[config.mk]
export PLATFORM = sky130hd
export DESIGN_NAME = reload_timer
export DESIGN_NICKNAME = d
export VERILOG_FILES = /design/src/hw/reload_timer_pkg.sv /design/src/hw/reload_timer.sv
export SDC_FILE = /design/constraint.sdc
export NUM_CORES = 1
export LEC_CHECK = 0
export BUFFER_PORTS_ARGS = -buffer_cell sky130_fd_sc_hd__buf_2
export CAP_MARGIN = 20
export CORE_MARGIN = 4
export CORE_UTILIZATION = 28
export DETAILED_ROUTE_END_ITERATION = 7
export GPL_TIMING_DRIVEN = 0
export PLACE_DENSITY = 0.55
export SYNTH_ARGS = -nofsm -noshare
export SYNTH_HDL_FRONTEND = slang
export SYNTH_SLANG_ARGS = --single-unit
[constraint.sdc]
create_clock -name clk_i -period 2.71 [get_ports clk_i]
set_clock_uncertainty 0.05 [all_clocks]
set_input_delay 0.4065 -clock clk_i [delete_from_list [all_inputs] [get_ports clk_i]]
set_output_delay 0.4065 -clock clk_i [all_outputs]
set_load 0.01 [all_outputs]
[src/hw/reload_timer_pkg.sv]
// package: register map, field layout and reset values of the 16-bit reload timer
package reload_timer_pkg;
	localparam int unsigned ADDR_W          = 16;
	localparam int unsigned DATA_W          = 16;
	localparam logic [15:0] OFS_CLK_SEL     = 16'h4200;
	localparam logic [15:0] OFS_RELOAD      = 16'h4202;
	localparam logic [15:0] OFS_COUNTER     = 16'h4204;
	localparam logic [15:0] OFS_CONTROL     = 16'h4206;
	localparam logic [15:0] OFS_IRQ_CTRL    = 16'h4208;
	localparam int unsigned DIV_CODE_LSB    = 0;
	localparam int unsigned DIV_CODE_W      = 4;
	localparam logic [3:0]  DIV_CODE_MAX    = 4'hE;
	localparam int unsigned PRESCALE_W      = 14;
	localparam int unsigned RUN_BIT         = 0;
	localparam int unsigned RESET_CMD_BIT   = 1;
	localparam int unsigned ONESHOT_BIT     = 4;
	localparam int unsigned IRQ_FLAG_BIT    = 0;
	localparam int unsigned IRQ_ENABLE_BIT  = 8;
	localparam logic [15:0] RST_CLK_SEL     = 16'h0000;
	localparam logic [15:0] RST_RELOAD      = 16'h0000;
	localparam logic [15:0] RST_COUNTER     = 16'hFFFF;

	typedef struct packed {
		logic [ADDR_W-1:0] addr;
		logic [DATA_W-1:0] wdata;
		logic              wr;
		logic              rd;
	} reg_req_t;
endpackage : reload_timer_pkg

[src/hw/reload_timer.sv]
// 16-bit reload timer channel with prescaler, one-shot/repeat and register port
// Notes on behaviour
// - divide code picks clock/1..16384, 0xF reserved
// - reload register read/write, resets to zero
// - counter read-only, resets to all ones
// - mode bit set is one-shot, clear repeat
// - writing one to reset bit resets timer
// - run bit starts and stops counting
// - enable bit gates interrupt request output
// - flag sets on cause, write one clears
`timescale 1ns/1ps
`default_nettype none
module reload_timer
	import reload_timer_pkg::*;
(
	input  wire logic                                  clk_i,
	input  wire logic                                  rst_n_i,
	input  wire reload_timer_pkg::reg_req_t            req_i,
	output var  logic [reload_timer_pkg::DATA_W-1:0]   rdata_o,
	output var  logic                                  irq_o
);
	import reload_timer_pkg::*;

	logic [DIV_CODE_W-1:0] clock_divide_code;
	logic [DATA_W-1:0]     reload_value;
	logic [DATA_W-1:0]     counter_value;
	logic                  oneshot_select;
	logic                  run_control;
	logic                  irq_enable;
	logic                  irq_flag;
	logic [PRESCALE_W-1:0] prescale;
	logic                  tick;
	logic                  underflow;
	logic                  wr_clk_sel;
	logic                  wr_reload;
	logic                  wr_control;
	logic                  wr_irq;
	logic                  timer_reset_cmd;
	logic [DATA_W-1:0]     next_rdata;

	assign wr_clk_sel      = req_i.wr && (req_i.addr == OFS_CLK_SEL);
	assign wr_reload       = req_i.wr && (req_i.addr == OFS_RELOAD);
	assign wr_control      = req_i.wr && (req_i.addr == OFS_CONTROL);
	assign wr_irq          = req_i.wr && (req_i.addr == OFS_IRQ_CTRL);
	assign timer_reset_cmd = wr_control && req_i.wdata[RESET_CMD_BIT];

	// tick fires when the low 'code' bits of the free prescaler are all ones;
	// reserved code 0xF behaves as the slowest ratio rather than stalling
	always_comb begin
		logic [PRESCALE_W-1:0] mask;
		logic [3:0]            code;
		mask = '0;
		code = (clock_divide_code > DIV_CODE_MAX) ? DIV_CODE_MAX : clock_divide_code;
		for (int i = 0; i < PRESCALE_W; i++) begin
			mask[i] = (i < int'(code));
		end
		tick = ((prescale & mask) == mask);
	end

	assign underflow = run_control && tick && (counter_value == '0);

	// prescaler restarts on stop or timer reset so the first period is whole
	always_ff @(posedge clk_i or negedge rst_n_i) begin
		if (!rst_n_i) begin
			prescale <= '0;
		end else if (!run_control || timer_reset_cmd) begin
			prescale <= '0;
		end else begin
			prescale <= prescale + 1'b1;
		end
	end

	always_ff @(posedge clk_i or negedge rst_n_i) begin
		if (!rst_n_i) begin
			clock_divide_code <= RST_CLK_SEL[DIV_CODE_W-1:0];
		end else if (wr_clk_sel) begin
			clock_divide_code <= req_i.wdata[DIV_CODE_LSB +: DIV_CODE_W];
		end
	end

	always_ff @(posedge clk_i or negedge rst_n_i) begin
		if (!rst_n_i) begin
			reload_value <= RST_RELOAD;
		end else if (wr_reload) begin
			reload_value <= req_i.wdata;
		end
	end

	// counter has no write path from software
	always_ff @(posedge clk_i or negedge rst_n_i) begin
		if (!rst_n_i) begin
			counter_value <= RST_COUNTER;
		end else if (timer_reset_cmd) begin
			counter_value <= reload_value;
		end else if (underflow) begin
			counter_value <= reload_value;
		end else if (run_control && tick) begin
			counter_value <= counter_value - 1'b1;
		end
	end

	always_ff @(posedge clk_i or negedge rst_n_i) begin
		if (!rst_n_i) begin
			oneshot_select <= 1'b0;
		end else if (wr_control) begin
			oneshot_select <= req_i.wdata[ONESHOT_BIT];
		end
	end

	// a software write takes precedence over the one-shot auto stop
	always_ff @(posedge clk_i or negedge rst_n_i) begin
		if (!rst_n_i) begin
			run_control <= 1'b0;
		end else if (wr_control) begin
			run_control <= req_i.wdata[RUN_BIT];
		end else if (underflow && oneshot_select) begin
			run_control <= 1'b0;
		end
	end

	always_ff @(posedge clk_i or negedge rst_n_i) begin
		if (!rst_n_i) begin
			irq_enable <= 1'b0;
		end else if (wr_irq) begin
			irq_enable <= req_i.wdata[IRQ_ENABLE_BIT];
		end
	end

	// set wins over a same-cycle clear so no underflow is lost
	always_ff @(posedge clk_i or negedge rst_n_i) begin
		if (!rst_n_i) begin
			irq_flag <= 1'b0;
		end else if (underflow) begin
			irq_flag <= 1'b1;
		end else if (wr_irq && req_i.wdata[IRQ_FLAG_BIT]) begin
			irq_flag <= 1'b0;
		end
	end

	// irq follows next-state values so the output is a flop yet tracks the flag
	always_ff @(posedge clk_i or negedge rst_n_i) begin
		if (!rst_n_i) begin
			irq_o <= 1'b0;
		end else begin
			irq_o <= (underflow || (irq_flag && !(wr_irq && req_i.wdata[IRQ_FLAG_BIT])))
				&& (wr_irq ? req_i.wdata[IRQ_ENABLE_BIT] : irq_enable);
		end
	end

	always_comb begin
		next_rdata = '0;
		unique case (req_i.addr)
			OFS_CLK_SEL:  next_rdata[DIV_CODE_LSB +: DIV_CODE_W] = clock_divide_code;
			OFS_RELOAD:   next_rdata = reload_value;
			OFS_COUNTER:  next_rdata = counter_value;
			OFS_CONTROL: begin
				next_rdata[ONESHOT_BIT] = oneshot_select;
				next_rdata[RUN_BIT]     = run_control;
			end
			OFS_IRQ_CTRL: begin
				next_rdata[IRQ_ENABLE_BIT] = irq_enable;
				next_rdata[IRQ_FLAG_BIT]   = irq_flag;
			end
			default:      next_rdata = '0;
		endcase
	end

	// read data valid only in the cycle after the strobe
	always_ff @(posedge clk_i or negedge rst_n_i) begin
		if (!rst_n_i) begin
			rdata_o <= '0;
		end else if (req_i.rd) begin
			rdata_o <= next_rdata;
		end else begin
			rdata_o <= '0;
		end
	end
endmodule : reload_timer
`default_nettype wire

## Yosys cells after proc, flatten, opt, wreduce, memory -nomap -nowiden

Cells that the tools add are included.
Widths: inputs -> output; s select.

| storage, ports and cells | value |
|---|---|
| register bits | 71 |
| input port bits | 36 |
| output and inout port bits | 17 |
| word-level logic and storage cells | 70 |

| cells by class | value |
|---|---|
| add/sub/neg operators | 2 |
| magnitude comparators | 15 |
| equality and inequality tests | 6 |
| multiplexer cells | 17 |
| bitwise logic cells | 1 |
| reduce and logical (&&, ||, !) cells | 19 |

Operators by type and width:

| operator | count |
|---|---|
| $eq 16x15->1 const B | 5 |
| $mux 16 | 4 |
| $lt 4x4->1 const A | 6 |
| $logic_not 16->1 | 1 |
| $lt 3x4->1 const A | 4 |
| $sub 16x1->16 const B | 1 |
| $add 14x1->14 const B | 1 |
| $and 14x14->14 | 1 |
| $eq 14x14->1 | 1 |
| $mux 14 | 1 |
| $pmux 7 s2 | 1 |
| $logic_and 1x1->1 | 11 |
| $pmux 3 s3 | 1 |
| $lt 1x4->1 const A | 2 |
| $lt 2x4->1 const A | 2 |
| $pmux 1 s3 | 2 |
| $pmux 3 s2 | 1 |
| $mux 1 | 5 |
| $pmux 1 s5 | 1 |
| $gt 4x4->1 const B | 1 |
| $mux 4 | 1 |
| $reduce_bool 2->1 | 2 |
| $reduce_bool 3->1 | 1 |
| $logic_not 1->1 | 2 |
| $logic_or 1x1->1 | 2 |

## Longest topological paths before layout

| depth | value |
|---|---|
| depth after elaboration | 10 |
| depth in mapped cells | 9 |
| gate-level depth less buffers | 8 |

## Worst setup path before layout

OpenSTA, ideal clock, no wires.

| path | value |
|---|---|
| path type | input-to-reg |
| start | input req_i[23] (netlist bit) |
| end | register counter_value[11] |
| setup time | 79 ps |
| data arrival time | 2181 ps |
| required time | 2581 ps |
| setup slack | 401 ps |
| stages on the path | 6 |
| path buffers | 1 |
| cells stage by stage | or4_4 -> or3b_4 -> or3_4 -> and2_4 -> buf_6 -> o211a_1 |

| between the ends | value |
|---|---|
| cells in the longest elaborated chain, start to end | 4 |
| elaborated cells between the ends (all ways) | 5 |
| those cells by class | eq/ne (1); mux (1); reduce/logical (3) |

RTL lines:

| item | line | text |
|---|---|---|
| from (decl) | reload_timer.sv:18 | `input wire reload_timer_pkg::reg_req_t req_i,` |
| $eq 16x15->1 (*) | reload_timer.sv:43 | `assign wr_control = req_i.wr && (req_i.addr == OFS_CONTROL);` |
| $logic_and 1x1->1 (*) | reload_timer.sv:43 |  |
| $logic_and 1x1->1 (*) | reload_timer.sv:45 | `assign timer_reset_cmd = wr_control && req_i.wdata[RESET_CMD_BIT];` |
| $reduce_bool 3->1 (no line) or $mux 16 (tied branches) | - |  |
| to (signal assigned) | reload_timer.sv:94 | `counter_value <= reload_value;` |
| to (signal assigned) | reload_timer.sv:96 | `counter_value <= reload_value;` |
| to (signal assigned) | reload_timer.sv:98 | `counter_value <= counter_value - 1'b1;` |
| to (decl) | reload_timer.sv:26 | `logic [DATA_W-1:0] counter_value;` |

Mark *: on every way between the ends. The rest lies on a longest branch, timed or not.
A chain may end at the register's enable or synchronous reset.

## Worst setup path after layout

| path | value |
|---|---|
| start | register clock_divide_code[2] |
| end | register counter_value[0] |

| between the ends | value |
|---|---|
| cells in the longest elaborated chain, start to end | 9 |
| elaborated cells between the ends (all ways) | 23 |
| those cells by class | order compare (15); eq/ne (1); mux (3); bitwise (1); reduce/logical (3) |

RTL lines:

| item | line | text |
|---|---|---|
| from (decl) | reload_timer.sv:24 | `logic [DIV_CODE_W-1:0] clock_divide_code;` |
| from (signal assigned) | reload_timer.sv:75 | `clock_divide_code <= RST_CLK_SEL[DIV_CODE_W-1:0];` |
| from (signal assigned) | reload_timer.sv:77 | `clock_divide_code <= req_i.wdata[DIV_CODE_LSB +: DIV_CODE_W];` |
| $gt 4x4->1 | reload_timer.sv:53 | `code = (clock_divide_code > DIV_CODE_MAX) ? DIV_CODE_MAX : clock_divide_code;` |
| $mux 4 (*) | reload_timer.sv:53 |  |
| $lt 1x4->1, or another cell as far along | reload_timer.sv:55 | `mask[i] = (i < int'(code));` |
| $and 14x14->14 | reload_timer.sv:57 | `tick = ((prescale & mask) == mask);` |
| $eq 14x14->1 (*) | reload_timer.sv:57 |  |
| $logic_and 1x1->1 (*) | reload_timer.sv:60, reload_timer.sv:97 |  |
| $logic_and 1x1->1 | reload_timer.sv:60 | `assign underflow = run_control && tick && (counter_value == '0);` |
| $mux 16 | reload_timer.sv:95 | `end else if (underflow) begin` |
| $mux 16 | reload_timer.sv:93 | `end else if (timer_reset_cmd) begin` |

Marked as above.

==> results.md <==
- Post-synth net total: 376
- Met2 Usage GRT: 0.193
- Total placed cells including tap cells: 562
- Maximum level of the CTS H-tree: 3
- List of most frequent post-synthesis cells: sky130_fd_sc_hd__dfrtp_1, sky130_fd_sc_hd__mux2_2, sky130_fd_sc_hd__nor2_1, sky130_fd_sc_hd__nand2_1, sky130_fd_sc_hd__nor2b_1
- Setup-failing EPs final: 0
- Die area: 0.0148 mm²
- Setup repair after global routing missed its margin: no
- # nets final: 441
- Final Hold Fails: 0
- Critical Setup Path Class: register to register
- Initial cell density of the core: 0.287
- All-layer global routing usage: 0.127
- Synthesized instance count: 338
- Total count of max-transition violations in the final report: 0
- Die height: 122 µm
- Number of buffers inserted for hold repair after clock tree synthesis: 0
- CP max-delay cell: sky130_fd_sc_hd__o32ai_4
- Longest individual stage delay on the worst path: 0.47 ns
- Routed Antenna Nets: 0
- Buffer levels on the longest clock path: 2
- Slew at the pin closest to its max-slew limit: 0.887 ns
- Die span in x: 122 µm
- Number of vias per cell: 5.02
- Growth of design area from synthesis to finish: 23.3%
- Post-DP HPWL: 6.54 mm
- TritonCTS clock tree: built
- Root Driver: sky130_fd_sc_hd__clkbuf_16
- Area contributors post-synth: sky130_fd_sc_hd__dfrtp_1, sky130_fd_sc_hd__dfstp_2, sky130_fd_sc_hd__mux2_2, sky130_fd_sc_hd__nor2b_1, sky130_fd_sc_hd__nor2_1
- Number of flops mapped to enable cells by yosys: 0
- Layout Cell Area excl Fill: 0.00446 mm²
- Most utilized layer in the global route result: met2
- Distinct cell type count of the synthesized netlist: 62
- Worst setup EP type: register
- Cell Pwr Density: 526 mW/mm²
- Hold WC Path Type: primary input to asynchronous set/reset pin
- Routed wire length per instance: 15.6 µm
- Setup slack on the worst flop-to-flop path: 0.23 ns
- Library cell occupying the most area in the post-synthesis netlist: sky130_fd_sc_hd__dfrtp_1
- Final period utilization: 0.914
- Final WL: 9.06 mm
- Arrival time reported for the critical path endpoint: 2.68 ns
- Floorplan core area: 0.0126 mm²
- GRT met3 Usage: 0.0218
- Clock edge transition at the registers on the reported setup and hold paths: 0.05 ns
- Io pins: 53
- Average instance area after synthesis: 10.7 µm²
- Share of flip-flops with an asynchronous set or reset after synthesis: 1.00
- Highest ir drop seen on vdd: 0.217 mV
- Worst r2r path cells: 8
- Worst slew margin: 0.409
- Largest net degree at the start of global routing: 72
- Cell Count, Final, Fillers Out: 580
- Area share of the leading cell type in the synthesized netlist: 0.380
- Maximum net fanout on the critical path: 10
- Fmax: 404 MHz
- Count of state elements after synthesis: 71
- Number of DRC markers in iteration 0: 176
- Met1 track utilization from global routing: 0.178
- Max-cap violations: 0
- Count of buffers inserted at the top-level ports: 52
- Dominant register cell in the synthesized netlist: sky130_fd_sc_hd__dfrtp_1
- Yosys synthesis warning count: 0
- Global placement routability congestion: 0.860
- Fraction of layout cells with a size suffix above 1: 0.314
- Number of search-and-repair iterations in the first detailed-routing pass: 4
- Cell breakdown of the critical path: clkbuf_2 -> nor2b_1 -> a21oi_1 -> o32ai_4 -> nand3_1 -> clkbuf_1 -> mux2i_1 -> a211o_1
- Clk Latency, worst-skew pair: 0.33 ns
- Number of buffers added by the clock tree synthesis step: 9
- Kind of launch point of the worst setup path: register
- Overall via count from detail_route: 2,909
- Required time reported for the critical path endpoint: 2.92 ns
- Post-DP Area: 0.00410 mm²
- Run status: complete, no violations
- Seq/Total Area, Yosys: 0.497
- Post-Syn Area: 0.00362 mm²
- Sink count of the clock tree: 71
- Most frequent cell after synthesis: sky130_fd_sc_hd__dfrtp_1
- P_leak: 1.88 nW
- Antenna violations before repair: 0
- Clock period minus worst slack: 2.48 ns
- # DRC: 0
- Via count of the first global-routing pass: 2,891
- Residual overflow from global routing: 0
- Count of antenna diodes in the layout: 0
- First-pass GRT wire length: 14.8 mm
- Site row count: 41
## stage by stage
stage / setup TNS, ns / util / worst slack [ns] / total power [mW] / hold slack (ns)
after detailed placement: -0.127 / 0.325 / -0.0252 / 1.15 / 0.443
after CTS: 0 / 0.349 / 0.0391 / 2.37 / 0.192
after floorplan: 0 / - / 0.401 / 1.09 / 0.0609
final: 0 / 0.354 / 0.234 / 2.35 / 0.156
after global routing: 0 / 0.354 / 0.0283 / 2.42 / 0.240
after global placement: -0.0124 / 0.324 / -0.0124 / 1.14 / 0.436
## cells in the final DEF, fill, tap and decap left out, drive strengths merged, types with 7 or more instances in the layout
master / n
dfstp: 16
inv: 15
buf: 60
nor2: 24
nand2: 23
dfrtp: 55
nand3: 11
a22oi: 11
nor2b: 18
o21ai: 11
mux2: 23
a21oi: 7
clkbuf: 20
nor4: 9
or3: 10
## worst max-delay path: cells and delay by family (launching register included)
kind,cells,cell delay [ns]
compound gates,3,0.87
flops,1,0.31
buf+inv,2,0.53
simple gates,2,0.45
mux,1,0.19
## cell type report
type                    count  area (µm²)
plain buffers              12        62.6
clock buffers              14         274
clock inverters             2        37.5
fillers                  1292        8160
inverters                  15        56.3
multi-input cells         240        1740
flip-flops and latches     71        1800
well taps                 172         215
repair buffers             54         278
## what timing repair did
action | in CTS | in global routing
buffers inserted | 0 | 2
gates resized for setup | 1 | 4
endpoints found under the setup margin | 1 | 16
gates cloned | 0 | 0
## registers in the layout, indices dropped and copies added, names as in the netlist
signal and cells:
irq_enable 1, rdata_o 16, counter_value 16, irq_o 1, run_control 1, clock_divide_code 4
prescale 14, oneshot_select 1, irq_flag 1, reload_value 16
## where the power goes
group          leakage (nW)  switching (mW)  internal, mW
clock network         0.149           0.432         0.789
logic                 0.797          0.0376        0.0250
registers             0.930        0.000523          1.06
## cell families (layout without fill, tap and decap cells)
logic type,Yosys count,after routing,share of synthesized area
adders and majority gates,2,2,0.00691
DFF,71,71,0.497
xor gates and xnor gates,10,10,0.0242
muxes,26,26,0.0799
AOI/OAI and AO/OA,73,73,0.159
buffers and inverters,27,97,0.0328
and+or+nand+nor,129,129,0.201
## layer usage
layer / up-vias / routed length, µm
met3: 10 / 468
met4: 0 / 142
met5: - / 0
li1: 1392 / -
met1: 1434 / 4340
met2: 73 / 4110
## worst paths after layout
| path | startpoint | end |
|---|---|---|
| worst min register to register | irq_flag | irq_flag |
| worst max-delay path | clock_divide_code[2] | counter_value[0] |
| max in group asynchronous | rst_n_i | prescale[6] |
| min in group clk_i | req_i[15] | reload_value[13] |
| worst max register to register | clock_divide_code[2] | counter_value[0] |
| worst min-delay path | rst_n_i | reload_value[13] |
No activity file was read; power rests on OpenSTA's default activity.
